$ cat config.mk
export PLATFORM = sky130hd
export DESIGN_NAME = gdr_regbank
export DESIGN_NICKNAME = d
export VERILOG_FILES = /design/src/core/gdr_pkg.sv /design/src/core/gdr_regbank.sv
export SDC_FILE = /design/constraint.sdc
export NUM_CORES = 1
export LEC_CHECK = 0
export BUFFER_PORTS_ARGS = -buffer_cell sky130_fd_sc_hd__buf_4
export CORE_MARGIN = 5
export CORE_UTILIZATION = 40
export CTS_CLUSTER_SIZE = 8
export DETAILED_ROUTE_END_ITERATION = 6
export MAX_ROUTING_LAYER = met4
export PLACE_DENSITY = 0.65
export SLEW_MARGIN = 25
export SYNTH_ARGS = -nofsm -noshare
export SYNTH_HDL_FRONTEND = slang
export SYNTH_SLANG_ARGS = --single-unit
$ cat constraint.sdc
create_clock -name i_ref_clk -period 7.6 [get_ports i_ref_clk]
set_clock_uncertainty 0.2 [all_clocks]
set_input_delay 1.52 -clock i_ref_clk [delete_from_list [all_inputs] [get_ports i_ref_clk]]
set_output_delay 1.52 -clock i_ref_clk [all_outputs]
set_load 0.01 [all_outputs]
$ cat src/core/gdr_pkg.sv
// Constants for the gate driver control register bank
`default_nettype none
package gdr_pkg;
  // ****************
  // Widths
  // ****************
  localparam int ADDR_W = 5;
  localparam int DATA_W = 16;
  localparam int NUM_REGS = 21;
  localparam int IDX_W = 5;
  localparam int NUM_HB = 4;

  // ****************
  // Offsets
  // ****************
  localparam logic [4:0] OFS_GEN_CTRL1 = 5'h00;
  localparam logic [4:0] OFS_GEN_CTRL2 = 5'h01;
  localparam logic [4:0] OFS_DS_MON = 5'h02;
  localparam logic [4:0] OFS_CCB_ONE = 5'h04;
  localparam logic [4:0] OFS_CCB_BANKED = 5'h05;
  localparam logic [4:0] OFS_HB_MODE = 5'h06;
  localparam logic [4:0] OFS_PWM_SETUP = 5'h07;
  localparam logic [4:0] OFS_PRECHG_TIME = 5'h08;
  localparam logic [4:0] OFS_DIAG_CUR = 5'h09;
  localparam logic [4:0] OFS_CHG_STATIC = 5'h0a;
  localparam logic [4:0] OFS_CHG_PWM = 5'h0b;
  localparam logic [4:0] OFS_DISCHG_PWM = 5'h0c;
  localparam logic [4:0] OFS_MAX_CUR = 5'h0d;
  localparam logic [4:0] OFS_DELAY_ONE = 5'h0e;
  localparam logic [4:0] OFS_DELAY_THREE = 5'h10;

  // ****************
  // Storage slots
  // ****************
  localparam logic [4:0] IX_GC1 = 5'h00;
  localparam logic [4:0] IX_GC2 = 5'h01;
  localparam logic [4:0] IX_DSM = 5'h02;
  localparam logic [4:0] IX_CCB1 = 5'h03;
  localparam logic [4:0] IX_CCB_ACT = 5'h04;
  localparam logic [4:0] IX_CCB_FW = 5'h05;
  localparam logic [4:0] IX_HBM = 5'h06;
  localparam logic [4:0] IX_PWMS = 5'h07;
  localparam logic [4:0] IX_PCT = 5'h08;
  localparam logic [4:0] IX_DIAG = 5'h09;
  localparam logic [4:0] IX_STCHG = 5'h0a;
  localparam logic [4:0] IX_PCHGI = 5'h0b;
  localparam logic [4:0] IX_CHG_ACT = 5'h0c;
  localparam logic [4:0] IX_CHG_FW = 5'h0d;
  localparam logic [4:0] IX_DCHG_ACT = 5'h0e;
  localparam logic [4:0] IX_PDCHGI = 5'h0f;
  localparam logic [4:0] IX_MAX_ACT = 5'h10;
  localparam logic [4:0] IX_MAX_FW = 5'h11;
  localparam logic [4:0] IX_DLY1 = 5'h12;

  // ****************
  // Reset values, by slot
  // ****************
  localparam logic [15:0] RST_VAL [NUM_REGS] = '{
    16'h0026, 16'h4180, 16'h0249, 16'h0000, 16'h4924, 16'h4924, 16'h0000,
    16'h6420, 16'h0000, 16'hc000, 16'h0044, 16'h18c6, 16'h18c6, 16'h18c6,
    16'h1ce7, 16'h318c, 16'h4900, 16'h4900, 16'h0a0a, 16'h0a0a, 16'h0a0a};

  // ****************
  // Fields
  // ****************
  localparam int BANK_BIT = 9;
  localparam int WD_TOGGLE_BIT = 0;
  localparam logic [15:0] GC1_RO_ZERO = 16'h0050;
  localparam int AGC_LSB = 11;
  localparam logic [1:0] AGC_OFF = 2'h0;
endpackage
`default_nettype wire

$ cat src/core/gdr_regbank.sv
// Banked control register file of the four half-bridge gate driver
//
// Notes on behaviour
// - Offset 0x0a is the static charge current in bank 0 and the precharge init current in bank 1.
// - Offset 0x0b holds the active and the freewheeling PWM charge current, both reset 0x18c6.
// - Offset 0x0c is the active PWM discharge current in bank 0 and the predischarge init in bank 1.
// - Offset 0x0d holds active and freewheeling max current and blanking copies, both reset 0x4900.
// - Offset 0x05 holds active and freewheeling cross-current guard copies, both reset 0x4924.
// - The active max precharge setting is the gate current used in the post-discharge phase.
// - Offsets 0x0e to 0x10 are the three channel switch delays, in both banks, reset 0x0a0a.
// - Offsets 0x00 and 0x01 ignore the bank and reset to 0x0026 and 0x4180.
// - Offsets 0x02 and 0x04 ignore the bank and reset to 0x0249 and 0x0000.
// - Offset 0x07 is the PWM channel setup in bank 0 only, reset 0x6420.
// - Offset 0x08 is the precharge time register in both banks, reset 0x0000.
// - Offset 0x09 is the diagnostic current control in both banks, reset 0xc000.
// - Which MOSFET counts as active or freewheeling follows the adaptive gate control setting.
// - Bit 9 of general control one selects the bank, 0 active and static, 1 freewheel and init.
`default_nettype none
module gdr_regbank (
  // Clock and reset
  input wire logic i_ref_clk,
  input wire logic i_srst,
  // Register access port
  input wire logic i_acc_en,
  input wire logic i_acc_wr,
  input wire logic [gdr_pkg::ADDR_W-1:0] i_acc_addr,
  input wire logic [gdr_pkg::DATA_W-1:0] i_acc_wdata,
  output logic [gdr_pkg::DATA_W-1:0] o_acc_rdata,
  output logic o_acc_rvalid,
  output logic o_acc_err,
  // Bridge switching state
  input wire logic [gdr_pkg::NUM_HB-1:0] i_hs_switching,
  // Settings to the gate drivers
  output logic o_bank_sel,
  output logic o_failsafe,
  output logic [gdr_pkg::DATA_W-1:0] o_gen_ctrl1,
  output logic [gdr_pkg::DATA_W-1:0] o_gen_ctrl2,
  output logic [gdr_pkg::DATA_W-1:0] o_hb_mode,
  output logic [gdr_pkg::DATA_W-1:0] o_pwm_setup,
  output logic [gdr_pkg::DATA_W-1:0] o_ccb_active,
  output logic [gdr_pkg::DATA_W-1:0] o_ccb_freewheel,
  output logic [gdr_pkg::DATA_W-1:0] o_chg_active,
  output logic [gdr_pkg::DATA_W-1:0] o_chg_freewheel,
  output logic [gdr_pkg::DATA_W-1:0] o_max_active,
  output logic [gdr_pkg::DATA_W-1:0] o_max_freewheel,
  output logic [gdr_pkg::DATA_W-1:0] o_post_dischg_cur,
  output logic [gdr_pkg::NUM_HB-1:0] o_hs_uses_fw,
  output logic [gdr_pkg::NUM_HB-1:0] o_ls_uses_fw
);
  import gdr_pkg::*;

  // ****************
  // Storage
  // ****************
  logic [DATA_W-1:0] regs_ff [NUM_REGS];
  logic [DATA_W-1:0] rdata_ff;
  logic rvalid_ff;
  logic err_ff;
  logic failsafe_ff;
  logic bank;
  logic hit;
  logic [IDX_W-1:0] idx;
  logic wr_hit;
  logic [1:0] adaptive_gate_control_cfg;

  // ****************
  // Address decode
  // ****************
  // Returns {mapped, slot}; the bank decides which copy a shared offset means
  function automatic logic [IDX_W:0] decode(input logic [ADDR_W-1:0] a, input logic b);
    logic [IDX_W:0] r;
    r = {1'b0, {IDX_W{1'b0}}};
    case (a)
      OFS_GEN_CTRL1: r = {1'b1, IX_GC1};
      OFS_GEN_CTRL2: r = {1'b1, IX_GC2};
      OFS_DS_MON: r = {1'b1, IX_DSM};
      OFS_CCB_ONE: r = {1'b1, IX_CCB1};
      OFS_CCB_BANKED: r = {1'b1, b ? IX_CCB_FW : IX_CCB_ACT};
      OFS_HB_MODE: r = {1'b1, IX_HBM};
      OFS_PWM_SETUP: r = {!b, IX_PWMS};
      OFS_PRECHG_TIME: r = {1'b1, IX_PCT};
      OFS_DIAG_CUR: r = {1'b1, IX_DIAG};
      OFS_CHG_STATIC: r = {1'b1, b ? IX_PCHGI : IX_STCHG};
      OFS_CHG_PWM: r = {1'b1, b ? IX_CHG_FW : IX_CHG_ACT};
      OFS_DISCHG_PWM: r = {1'b1, b ? IX_PDCHGI : IX_DCHG_ACT};
      OFS_MAX_CUR: r = {1'b1, b ? IX_MAX_FW : IX_MAX_ACT};
      default: begin
        // Delay registers sit on consecutive offsets in either bank
        if (a >= OFS_DELAY_ONE && a <= OFS_DELAY_THREE) begin
          r = {1'b1, IX_DLY1 + (a - OFS_DELAY_ONE)};
        end
      end
    endcase
    return r;
  endfunction

  assign bank = regs_ff[IX_GC1][BANK_BIT];
  assign {hit, idx} = decode(i_acc_addr, bank);
  assign wr_hit = i_acc_en && i_acc_wr && hit;

  // ****************
  // Register writes
  // ****************
  // Only the slot picked by the bank is written; the other copy keeps its value
  always_ff @(posedge i_ref_clk) begin
    if (i_srst) begin
      for (int i = 0; i < NUM_REGS; i++) begin
        regs_ff[i] <= RST_VAL[i];
      end
    end else if (wr_hit) begin
      if (idx == IX_GC1) begin
        // Reserved read-as-zero bits never store a one
        regs_ff[idx] <= i_acc_wdata & ~GC1_RO_ZERO;
      end else begin
        regs_ff[idx] <= i_acc_wdata;
      end
    end
  end

  // ****************
  // Watchdog toggle check
  // ****************
  // Sticky until reset: a write that fails to invert the toggle bit is a host fault
  always_ff @(posedge i_ref_clk) begin
    if (i_srst) begin
      failsafe_ff <= 1'b0;
    end else if (wr_hit && idx == IX_GC1 &&
                 i_acc_wdata[WD_TOGGLE_BIT] == regs_ff[IX_GC1][WD_TOGGLE_BIT]) begin
      failsafe_ff <= 1'b1;
    end
  end

  // ****************
  // Read path
  // ****************
  // Unmapped offsets read zero and flag an error for one cycle
  always_ff @(posedge i_ref_clk) begin
    if (i_srst) begin
      rdata_ff <= 16'h0000;
      rvalid_ff <= 1'b0;
      err_ff <= 1'b0;
    end else begin
      rvalid_ff <= i_acc_en && !i_acc_wr;
      err_ff <= i_acc_en && !hit;
      if (i_acc_en && !i_acc_wr) begin
        rdata_ff <= hit ? regs_ff[idx] : 16'h0000;
      end
    end
  end

  assign o_acc_rdata = rdata_ff;
  assign o_acc_rvalid = rvalid_ff;
  assign o_acc_err = err_ff;

  // ****************
  // Settings out
  // ****************
  assign o_bank_sel = bank;
  assign o_failsafe = failsafe_ff;
  assign o_gen_ctrl1 = regs_ff[IX_GC1];
  assign o_gen_ctrl2 = regs_ff[IX_GC2];
  assign o_hb_mode = regs_ff[IX_HBM];
  assign o_pwm_setup = regs_ff[IX_PWMS];
  assign o_ccb_active = regs_ff[IX_CCB_ACT];
  assign o_ccb_freewheel = regs_ff[IX_CCB_FW];
  assign o_chg_active = regs_ff[IX_CHG_ACT];
  assign o_chg_freewheel = regs_ff[IX_CHG_FW];
  assign o_max_active = regs_ff[IX_MAX_ACT];
  assign o_max_freewheel = regs_ff[IX_MAX_FW];
  assign o_post_dischg_cur = regs_ff[IX_MAX_ACT];

  // ****************
  // Active / freewheel role per bridge
  // ****************
  // With adaptive control off both MOSFETs use the active copies
  assign adaptive_gate_control_cfg = regs_ff[IX_GC2][AGC_LSB +: 2];
  for (genvar h = 0; h < NUM_HB; h++) begin : g_role
    assign o_hs_uses_fw[h] = (adaptive_gate_control_cfg != AGC_OFF) && !i_hs_switching[h];
    assign o_ls_uses_fw[h] = (adaptive_gate_control_cfg != AGC_OFF) && i_hs_switching[h];
  end
endmodule
`default_nettype wire

==> metrics.cfg, run 1 <==
[power_and_ir_drop]
leakage_nw=10.54
sw_frac_of_total=0.2488
p_comb_frac=0.093
ir_worst_vdd_mv=0.1400
internal_power_mw=5.345
power.total_mw=7.115
seq_power_share=0.469
clkPwrFrac=0.438
power_switching_mw=1.770
power_per_cell_area_nw_per_um2=249.4

[status]
status=finished clean

[synthesis]
async_reset_ff_frac=0
syn_area_per_cell_um2=11.37
yosys.cell_types.count=58
postSynthCellCount=2107
yosysWarnings=0
synth_seq_cells=531
yosysTopAreaCellShare=0.6420
synth_area_leaders=edfxtp_1 64%, nand2_1 7.1%, and2_1 5.5%
synthFlopType=edfxtp_1
synth_edf_count=512
synth_top_area_cell=edfxtp_1
synth-seq-area-share=0.6579
synth_area_um2=23950

[place]
placedInstanceArea_um2=26390
gp_congestion=0.8697
pre_cts_slack_ns=1.276
io_buffers=232
dpl.hpwl_um=51820

[finish]
syn_to_final_growth_pct=19.12
drive_gt1_frac=0.1723
multi_input_area_um2=7538
regArea_um2=15760
nFillCells=5255
design_area_um2=28530
fin_nets=2350

[clock_network]
numCtsBuffers=76
clock_sinks=531
cts.clk_slew.worst_paths_ns=0.05
clk_latency_ns=0.62
cts_resized=0
hold_buffers=0
post-cts-setup-buffer-count=0
cts_root_buffer=clkbuf_16
clk_path_buf_depth=3
cts_tree=yes
htreeDepth=3

[worst_setup_path]
arrival_ns=5.79
end_kind=flip-flop
cp.required_ns=7.65
path_max_fanout=41
path_class=input pin to flip-flop
startpoint_type=input pin

[sta]
rsz0062_at_grt=no
slew-limit-headroom=0.3315
period_share=0.7553
hold-worst-slack_ns=0.3001
setup_tns_ns=0
report.final.slew_viol_count=0
hold_viol=0
fmaxAchievable_mhz=174.2
min_period_ns=5.740
worstMarginPinSlew_ns=0.9898
finalSetupViolCount=0
fin_ws_ns=1.860

[global_route]
grt_pass1_wl_um=116300
grt_max_degree=146
grt_usage=0.2475
grt_antenna_before_repair=1
overflow=0
grt_pass1_vias=17580

[floorplan]
die_area_um2=64870
num_rows=89
fp.dieH_um=254.7
die_w_um=254.7
io_pins=233
design.core.area_um2=59130
start_util=0.4050

[worst_hold_path]
min-delay-path-class=flip-flop to flip-flop

[route]
drt-pass1-iter-count=6
drc=0
routed_wl_um=80400
routedWlPerCell_um=25.73
drt-vias-per-instance=5.748
drt_iter0_drc=2230
vias=17960
ant_nets=0

[job]
maxCapViolations=0

worst paths after layout:
check | slack, ns | cells past startpoint | endpoint | start
worst max-delay path | 1.86 | 11 | regs_ff[17][1] | i_acc_addr[2]
worst min-delay path | 0.30 | 2 | o_failsafe | o_failsafe
worst max register to register | 3.20 | 7 | regs_ff[17][1] | regs_ff[0][9]
worst min register to register | 0.30 | 2 | o_failsafe | o_failsafe
cells by family after synthesis:
family | share of synthesized area
simple gates | 0.2324
flops | 0.6579
buf+inv | 0.03803
compound gates | 0.04613
mux | 0.02299
fa+ha+maj | 0.002090
other cells | 0.0001566
xor+xnor | 0.0003658
critical path, cell delays in order:
cell	delay, ns
buf_4	0.12
inv_1	0.06
ha_1	0.32
nor4bb_4	0.39
a311oi_4	0.13
nor4b_2	0.45
or3_4	0.57
nand3_1	0.85
buf_4	0.46
nor2_1	0.42
or2_2	0.45
Yosys cell counts, drive strengths merged, types with 2 or more instances:
| cell type | number |
|---|---|
| buf | 87 |
| dfxtp | 19 |
| o22a | 2 |
| a32o | 15 |
| nor3b | 2 |
| or3 | 76 |
| nand3 | 227 |
| a21oi | 106 |
| and2 | 210 |
| clkbuf | 104 |
| nand2b | 6 |
| edfxtp | 512 |
| a311oi | 2 |
| nor4 | 15 |
| nor3 | 35 |
| a311o | 2 |
| a211oi | 4 |
| a221oi | 5 |
| mux2i | 46 |
| nand4 | 2 |
| o21bai | 3 |
| a21o | 2 |
| nor2b | 7 |
| a31oi | 2 |
| o311ai | 2 |
| o21a | 3 |
| and3 | 15 |
| ha | 4 |
| nor2 | 73 |
| nand2 | 453 |
| o22ai | 10 |
| o41ai | 2 |
| or2 | 20 |
| mux2 | 8 |
| o21ai | 7 |
| inv | 9 |
power by group through the flow:
stage                     Clock (mW)  Sequential, mW  Combinational (mW)
after floorplan                    0            3.38               0.375
after global placement             0            3.39               0.649
after detailed placement           0            3.39               0.655
after CTS                       3.14            3.34               0.658
after global routing            3.27            3.34               0.709
final                           3.11            3.34               0.665
registers in the layout, indices dropped and copies added, names as in the netlist:
register / cells
o_acc_err: 1
regs_ff: 512
o_acc_rdata: 16
o_failsafe: 1
o_acc_rvalid: 1
cells in the final DEF (no fill, tap or decap), types with 6 or more instances in the layout:
cell type,count
nor2_1,73
and2_1,210
o22ai_1,9
conb_1,50
nor2b_1,7
a21oi_1,105
and3_1,15
clkbuf_16,76
buf_4,271
or3_1,75
dfxtp_1,19
nor3_1,34
clkbuf_1,27
or2_2,20
nand2_1,453
a32o_1,15
nand3_1,225
edfxtp_1,512
mux2_2,8
nor4_1,15
mux2i_1,46
nand2b_1,6
inv_1,8
per-stage QoR:
| stage | util | std cells |
|---|---|---|
| global placement | 0.4463 | 3012 |
| detailed placement | 0.4463 | 3012 |
| global route | 0.4824 | 3124 |
| CTS | 0.4824 | 3123 |
| floorplan | - | 2156 |
| finish | 0.4824 | 3124 |
area by class of cell:
type | instances | share of cell area
inverters | 9 | 0.001184
clock buffers | 103 | 0.07022
well taps | 773 | 0.03390
repair buffers | 274 | 0.07342
multi-input cells | 1425 | 0.2643
clock inverters | 8 | 0.004649
flip-flops and latches | 531 | 0.5523
diodes | 1 | 0.00008772
metal layers:
metal | global-route usage | part of all wire | vias up
met5 | - | 0 | -
met4 | 0.08027 | 0.033 | 0
met3 | 0.04844 | 0.10 | 170
met2 | 0.3882 | 0.48 | 1064
met1 | 0.3276 | 0.39 | 8925
li1 | - | - | 7797
(Power assumes the default switching activity.)
==> run 2, diff against run 1 <==
==> constraint.sdc (replaced) <==
create_clock -name i_ref_clk -period 5.45 [get_ports i_ref_clk]
set_clock_uncertainty 0.2 [all_clocks]
set_input_delay 1.09 -clock i_ref_clk [delete_from_list [all_inputs] [get_ports i_ref_clk]]
set_output_delay 1.09 -clock i_ref_clk [all_outputs]
set_load 0.01 [all_outputs]
==> run 2 against run 1 <==
Against the previous run: utilization increased by 0.75 points; critical endpoint is now o_acc_rdata[11]; highest routed layer unchanged; clock-buffer cell count increased by 26; largest cell class unchanged; critical path type unchanged; cell count increased by 1.7%; flip-flop and latch count unchanged; largest power group unchanged.
==> metrics.cfg, run 2 (synthesis results as in run 1) <==
[status]
status=finished clean

[finish]
final_cell_mix=512 x edfxtp_1, 453 x nand2_1, 294 x buf_4
syn_to_final_growth_pct=20.97
fin_nets=2383  ; +1.4%
num_antenna_cells=0  ; -1
final_common_cell=edfxtp_1
largest_register=regs_ff
regArea_um2=15760  ; unchanged
final_cells=3176  ; +1.7%
drive_gt1_frac=0.1814  ; +0.009099
largest_reg_flops=512  ; unchanged
multi_input_area_um2=7545  ; about the same
nFillCells=5161  ; -1.8%

[route]
drt-pass1-iter-count=6  ; unchanged
routed_wl_um=81290  ; +1.1%
routedWlPerCell_um=25.59  ; -0.55%
drt_iter0_drc=2378  ; +6.6%
drt-vias-per-instance=5.656  ; -1.6%
drc=0  ; unchanged
ant_nets=0  ; unchanged
vias=17960  ; +0.033%

[sta]
worstMarginPinSlew_ns=0.8932  ; -0.09669 ns
hold_viol=0  ; unchanged
fmaxAchievable_mhz=223.2
min_period_ns=4.480
slew-limit-headroom=0.3968  ; +0.06530
rsz0062_at_grt=no
report.final.slew_viol_count=0  ; unchanged
setup_tns_ns=0  ; unchanged
finalSetupViolCount=0  ; unchanged
period_share=0.8220

[place]
dpl.cell_count=3045  ; +1.1%
gp_congestion=0.8824  ; +1.5%
dpl.hpwl_um=52490  ; +1.3%
io_buffers=232  ; unchanged

[worst_setup_path]
crit_start=i_acc_addr[2]
crit_family=compound AO/OA/AOI/OAI gates
r2r_start=regs_ff[0][9]
cp.required_ns=5.79  ; -1.86 ns
cp_slowest_cell=mux2i_1
path_class=input pin to flip-flop
r2r-end=o_acc_rdata[11]
r2r_slack_ns=1.78  ; -1.42 ns
cp-endpoint=o_acc_rdata[11]
end_kind=flip-flop
path_max_fanout=86  ; +110%
crit_buf_inv=3  ; unchanged
path_depth=12  ; +1
startpoint_type=input pin
cpPeakStageDelay_ns=0.61  ; -0.24 ns
ff2ff_path_depth=8  ; +1
arrival_ns=4.82  ; -0.97 ns
cp_cell_sequence=buf_4 > inv_1 > ha_1 > nor2_1 > a311oi_4 > nor4b_2 > or3_4 > buf_12 > mux2i_1 > o22ai_1 > a2111oi_2 > a32o_1

[global_route]
overflow=0  ; unchanged
grt_pass1_wl_um=117600  ; +1.1%
grt_max_degree=90  ; -38%
grt_pass1_vias=17450  ; -0.77%
grt_usage=0.2511  ; +0.003644
grt_antenna_before_repair=2  ; +1

[floorplan]
die_area_um2=64870  ; unchanged
die_w_um=254.7  ; unchanged
design.core.area_um2=59130  ; unchanged
fp.dieH_um=254.7  ; unchanged
io_pins=233  ; unchanged
start_util=0.4050  ; unchanged
num_rows=89  ; unchanged

[clock_network]
clock_sinks=531  ; unchanged
cts_tree=yes
cts.clk_slew.worst_paths_ns=0.05  ; about the same
cts_resized=0  ; unchanged
hold_buffers=0  ; unchanged
post-cts-setup-buffer-count=0  ; unchanged
cts_root_buffer=clkbuf_16
clk_latency_ns=0.60  ; -0.02 ns
clk_path_buf_depth=3  ; unchanged
htreeDepth=3  ; unchanged
numCtsBuffers=76  ; unchanged

[job]
maxCapViolations=0  ; unchanged

[power_and_ir_drop]
ir_worst_vdd_mv=0.2286  ; +63%
leakage_nw=10.77  ; +2.2%
power_per_cell_area_nw_per_um2=345.9  ; +39%
power.total_mw=10.02  ; +41%

[worst_hold_path]
min-delay-path-class=flip-flop to flip-flop

==> run 2: final cells by class <==
| type | instances | share of cell area |
|---|---|---|
| Inverter | 9 | 0.001166 |
| Timing Repair Buffer | 307 | 0.08517 |
| Clock inverter | 2 | 0.001339 |
| Clock buffer | 129 | 0.07471 |
| Sequential cell | 531 | 0.5438 |
| Multi-Input combinational cell | 1425 | 0.2604 |
| Tap cell | 773 | 0.03338 |
==> run 2: where the power goes <==
| part | internal, mW | switching (mW) |
|---|---|---|
| sequential | 4.59 | 0.0658 |
| combinational | 0.290 | 0.667 |
| clock | 2.72 | 1.69 |
| total | 7.59 | 2.43 |
==> run 2: worst min-delay path by stage <==
stage,endpoint,start,slack [ns],depth (start not counted)
final,o_failsafe,o_failsafe,0.31,2
after global routing,o_failsafe,o_failsafe,0.32,2
after CTS,o_failsafe,o_failsafe,0.31,2
after detailed placement,o_failsafe,o_failsafe,0.30,2
after global placement,o_failsafe,o_failsafe,0.27,2
after floorplan,o_acc_rdata[14],o_acc_rdata[14],0.29,2
==> run 2: tightest hold or removal path: stages (launching register included) <==
cell	delay, ns
dfxtp_1	0.31
nor2_1	0.10
nor2_1	0.05
==> run 2: metal layers <==
| layer | wire length [um] | part of all wire | track usage |
|---|---|---|---|
| met3 | 7470 | 0.092 | 0.03488 |
| met2 | 38690 | 0.48 | 0.3919 |
| met5 | 0 | 0 | - |
| met4 | 2444 | 0.030 | 0.07996 |
| met1 | 32680 | 0.40 | 0.3442 |
==> run 2: stage by stage <==
step | util | area, um^2 | hold WS [ns] | setup WS, ns
5_1_grt | 0.4900 | 28970 | 0.3221 | 0.8466
4_1_cts | 0.4899 | 28970 | 0.3057 | 1.071
6_report | 0.4900 | 28970 | 0.3050 | 0.9703
2_1_floorplan | - | 24130 | 0.2872 | 0.9962
3_3_place_gp | 0.4526 | 26760 | 0.2743 | 0.4466
3_5_place_dp | 0.4526 | 26760 | 0.2960 | 0.4396
==> run 3, diff against run 2 <==
--- a/config.mk
+++ b/config.mk
@@ -11,7 +11,7 @@
 export CTS_CLUSTER_SIZE = 8
 export DETAILED_ROUTE_END_ITERATION = 6
 export MAX_ROUTING_LAYER = met4
-export PLACE_DENSITY = 0.65
+export PLACE_DENSITY = 0.67
 export SLEW_MARGIN = 25
 export SYNTH_ARGS = -nofsm -noshare
 export SYNTH_HDL_FRONTEND = slang
==> constraint.sdc (replaced) <==
create_clock -name i_ref_clk -period 4.05 [get_ports i_ref_clk]
set_clock_uncertainty 0.2 [all_clocks]
set_input_delay 0.81 -clock i_ref_clk [delete_from_list [all_inputs] [get_ports i_ref_clk]]
set_output_delay 0.81 -clock i_ref_clk [all_outputs]
set_load 0.01 [all_outputs]
==> run 3 against run 2 <==
Against the previous run: non-clock buffer count is 100 higher; sequential power is 35% higher; clock-buffer cell count is 18 lower; critical endpoint is now o_acc_rdata[15]; cell area is 3.9% higher; critical path depth is 2 higher; critical path type unchanged; sequential share of layout area is 2.0 points lower; utilization is 1.9 points higher; largest power group unchanged; global-route usage is 0.55 points higher; first-iteration DRC count is 12% lower.
==> metrics.cfg, run 3 (synthesis results as in run 1) <==
[status]
status=finished clean

[global_route]
grt_usage=0.2566  ; +0.005450
overflow=0  ; unchanged
met1_usage=0.3490  ; +0.004736
grt_pass1_wl_um=120700  ; +2.6%
grtUsageMet2=0.4009  ; +0.009045
grt_pass1_vias=18140  ; +4.0%
grt_util_met3=0.03845  ; +0.003569
busiest_layer=met2
grt_max_degree=47  ; -48%
grt_antenna_before_repair=1  ; -1

[worst_setup_path]
cpPeakStageDelay_ns=0.42  ; -0.19 ns
cp_slowest_cell=a211oi_1
startpoint_type=input pin
arrival_ns=3.96  ; -0.86 ns
path_max_fanout=37  ; -57%
cp_cell_sequence=buf_4 > inv_1 > ha_1 > nor2_1 > a311oi_4 > nor4b_2 > buf_4 > nor3_4 > buf_12 > buf_12 > nand3_1 > a211oi_1 > o41ai_1 > a32o_1
cp.required_ns=4.34  ; -1.45 ns
end_kind=flip-flop
path_class=input pin to flip-flop

[power_and_ir_drop]
power_per_cell_area_nw_per_um2=451.5  ; +31%
leakage_nw=11.42  ; +6.0%
ir_worst_vdd_mv=0.2785  ; +22%
power.total_mw=13.59  ; +36%
internal_power_mw=10.26  ; +35%
power_switching_mw=3.330  ; +37%
clkPwrFrac=0.433  ; -0.007
p_comb_frac=0.106  ; +0.010
seq_power_share=0.461  ; -0.003
sw_frac_of_total=0.2451  ; +0.002773

[clock_network]
post-cts-setup-buffer-count=0  ; unchanged
clk_path_buf_depth=3  ; unchanged
cts_root_buffer=clkbuf_16
htreeDepth=3  ; unchanged
cts.clk_slew.worst_paths_ns=0.05  ; about the same
cts_tree=yes
clock_sinks=531  ; unchanged
numCtsBuffers=76  ; unchanged
hold_buffers=0  ; unchanged
clk_latency_ns=0.59  ; about the same
cts_resized=0  ; unchanged

[floorplan]
start_util=0.4050  ; unchanged
io_pins=233  ; unchanged
die_w_um=254.7  ; unchanged
die_area_um2=64870  ; unchanged
num_rows=89  ; unchanged
fp.dieH_um=254.7  ; unchanged
design.core.area_um2=59130  ; unchanged

[sta]
hold_viol=0  ; unchanged
finalSetupViolCount=0  ; unchanged
period_share=0.9057
fin_ws_ns=0.3819  ; -0.5883 ns
rsz0062_at_grt=no
fmaxAchievable_mhz=272.6
min_period_ns=3.668
slew-limit-headroom=0.3704  ; -0.02641
worstMarginPinSlew_ns=0.9410  ; +0.04782 ns
report.final.slew_viol_count=0  ; unchanged

[route]
drt-vias-per-instance=5.651  ; about the same
drt-pass1-iter-count=6  ; unchanged
routedWlPerCell_um=25.44  ; -0.58%
vias=18430  ; +2.6%
ant_nets=0  ; unchanged
drc=0  ; unchanged
routed_wl_um=82980  ; +2.1%
drt_iter0_drc=2102  ; -12%

[finish]
final_cells=3261  ; +2.7%
largest_register=regs_ff
finish.utilization=0.5089  ; +0.01896
final_common_cell=edfxtp_1
largest_reg_flops=512  ; unchanged
fin_nets=2483  ; +4.2%
drive_gt1_frac=0.2167  ; +0.03529
final_cell_mix=512 x edfxtp_1, 453 x nand2_1, 362 x buf_4
syn_to_final_growth_pct=25.65

[job]
maxCapViolations=0  ; unchanged

[place]
io_buffers=232  ; unchanged
pre_cts_slack_ns=-0.2100  ; -0.6497 ns
dpl.hpwl_um=55980  ; +6.6%
gp_congestion=0.9224  ; +4.5%
dpl.cell_count=3145  ; +3.3%

[worst_hold_path]
min-delay-path-class=input pin to flip-flop

[run 3: changes by cell type in the layout (fill, tap and decap cells not counted), moves of 3 or more]
cell / previous run / this run
buf_12: 13 / 45
clkbuf_1: 50 / 31
clkinv_8: 0 / 3
buf_4: 294 / 362
[run 3: critical path: cells and delay by family]
| family | cells | cell delay (ns) |
|---|---|---|
| AOI/OAI and AO/OA | 4 | 1.26 |
| adders and majority gates | 1 | 0.25 |
| buffers and inverters | 5 | 0.86 |
| and+or+nand+nor | 4 | 0.73 |
[run 3: path summary, 6_finish.rpt]
kind | from | endpoint | slack [ns] | depth (start not counted)
worst max-delay path | i_acc_addr[2] | o_acc_rdata[15] | 0.38 | 14
worst min-delay path | i_acc_wr | o_acc_rvalid | 0.24 | 2
worst max register to register | regs_ff[0][9] | o_acc_rdata[15] | 0.80 | 10
worst min register to register | o_failsafe | o_failsafe | 0.31 | 2
[run 3: area by class of cell]
type / count / area, um^2
timing repair buffer: 407 / 3618
fill: 5110 / 29040
inverter: 9 / 33.78
clock buffer: 111 / 2118
antenna: 1 / 2.502
clock inverter: 4 / 56.30
multi-input combinational: 1425 / 7541
tap: 773 / 967.2
sequential: 531 / 15760
[run 3: metal layers]
metal | wire, um | up-vias
met5 | 0 | -
met4 | 2573 | 0
met3 | 7453 | 164
met2 | 39480 | 1045
met1 | 33470 | 9148
li1 | - | 8070
[run 3: power by group through the flow]
stage               registers, mW  clock network (mW)  logic, mW
floorplan                    6.35                   0      0.705
global placement             6.36                   0       1.41
detailed placement           6.36                   0       1.42
CTS                          6.26                5.94       1.42
global route                 6.27                6.17       1.53
finish                       6.26                5.89       1.44
[run 3: metrics by stage]
stage,hold slack [ns],instance area (um^2),setup TNS [ns]
finish,0.2389,30090,0
global route,0.2368,30090,0
CTS,0.2109,30090,0
detailed placement,0.3044,27920,-0.4840
global placement,0.2866,27920,-0.5063
floorplan,0.2872,24140,-7.550
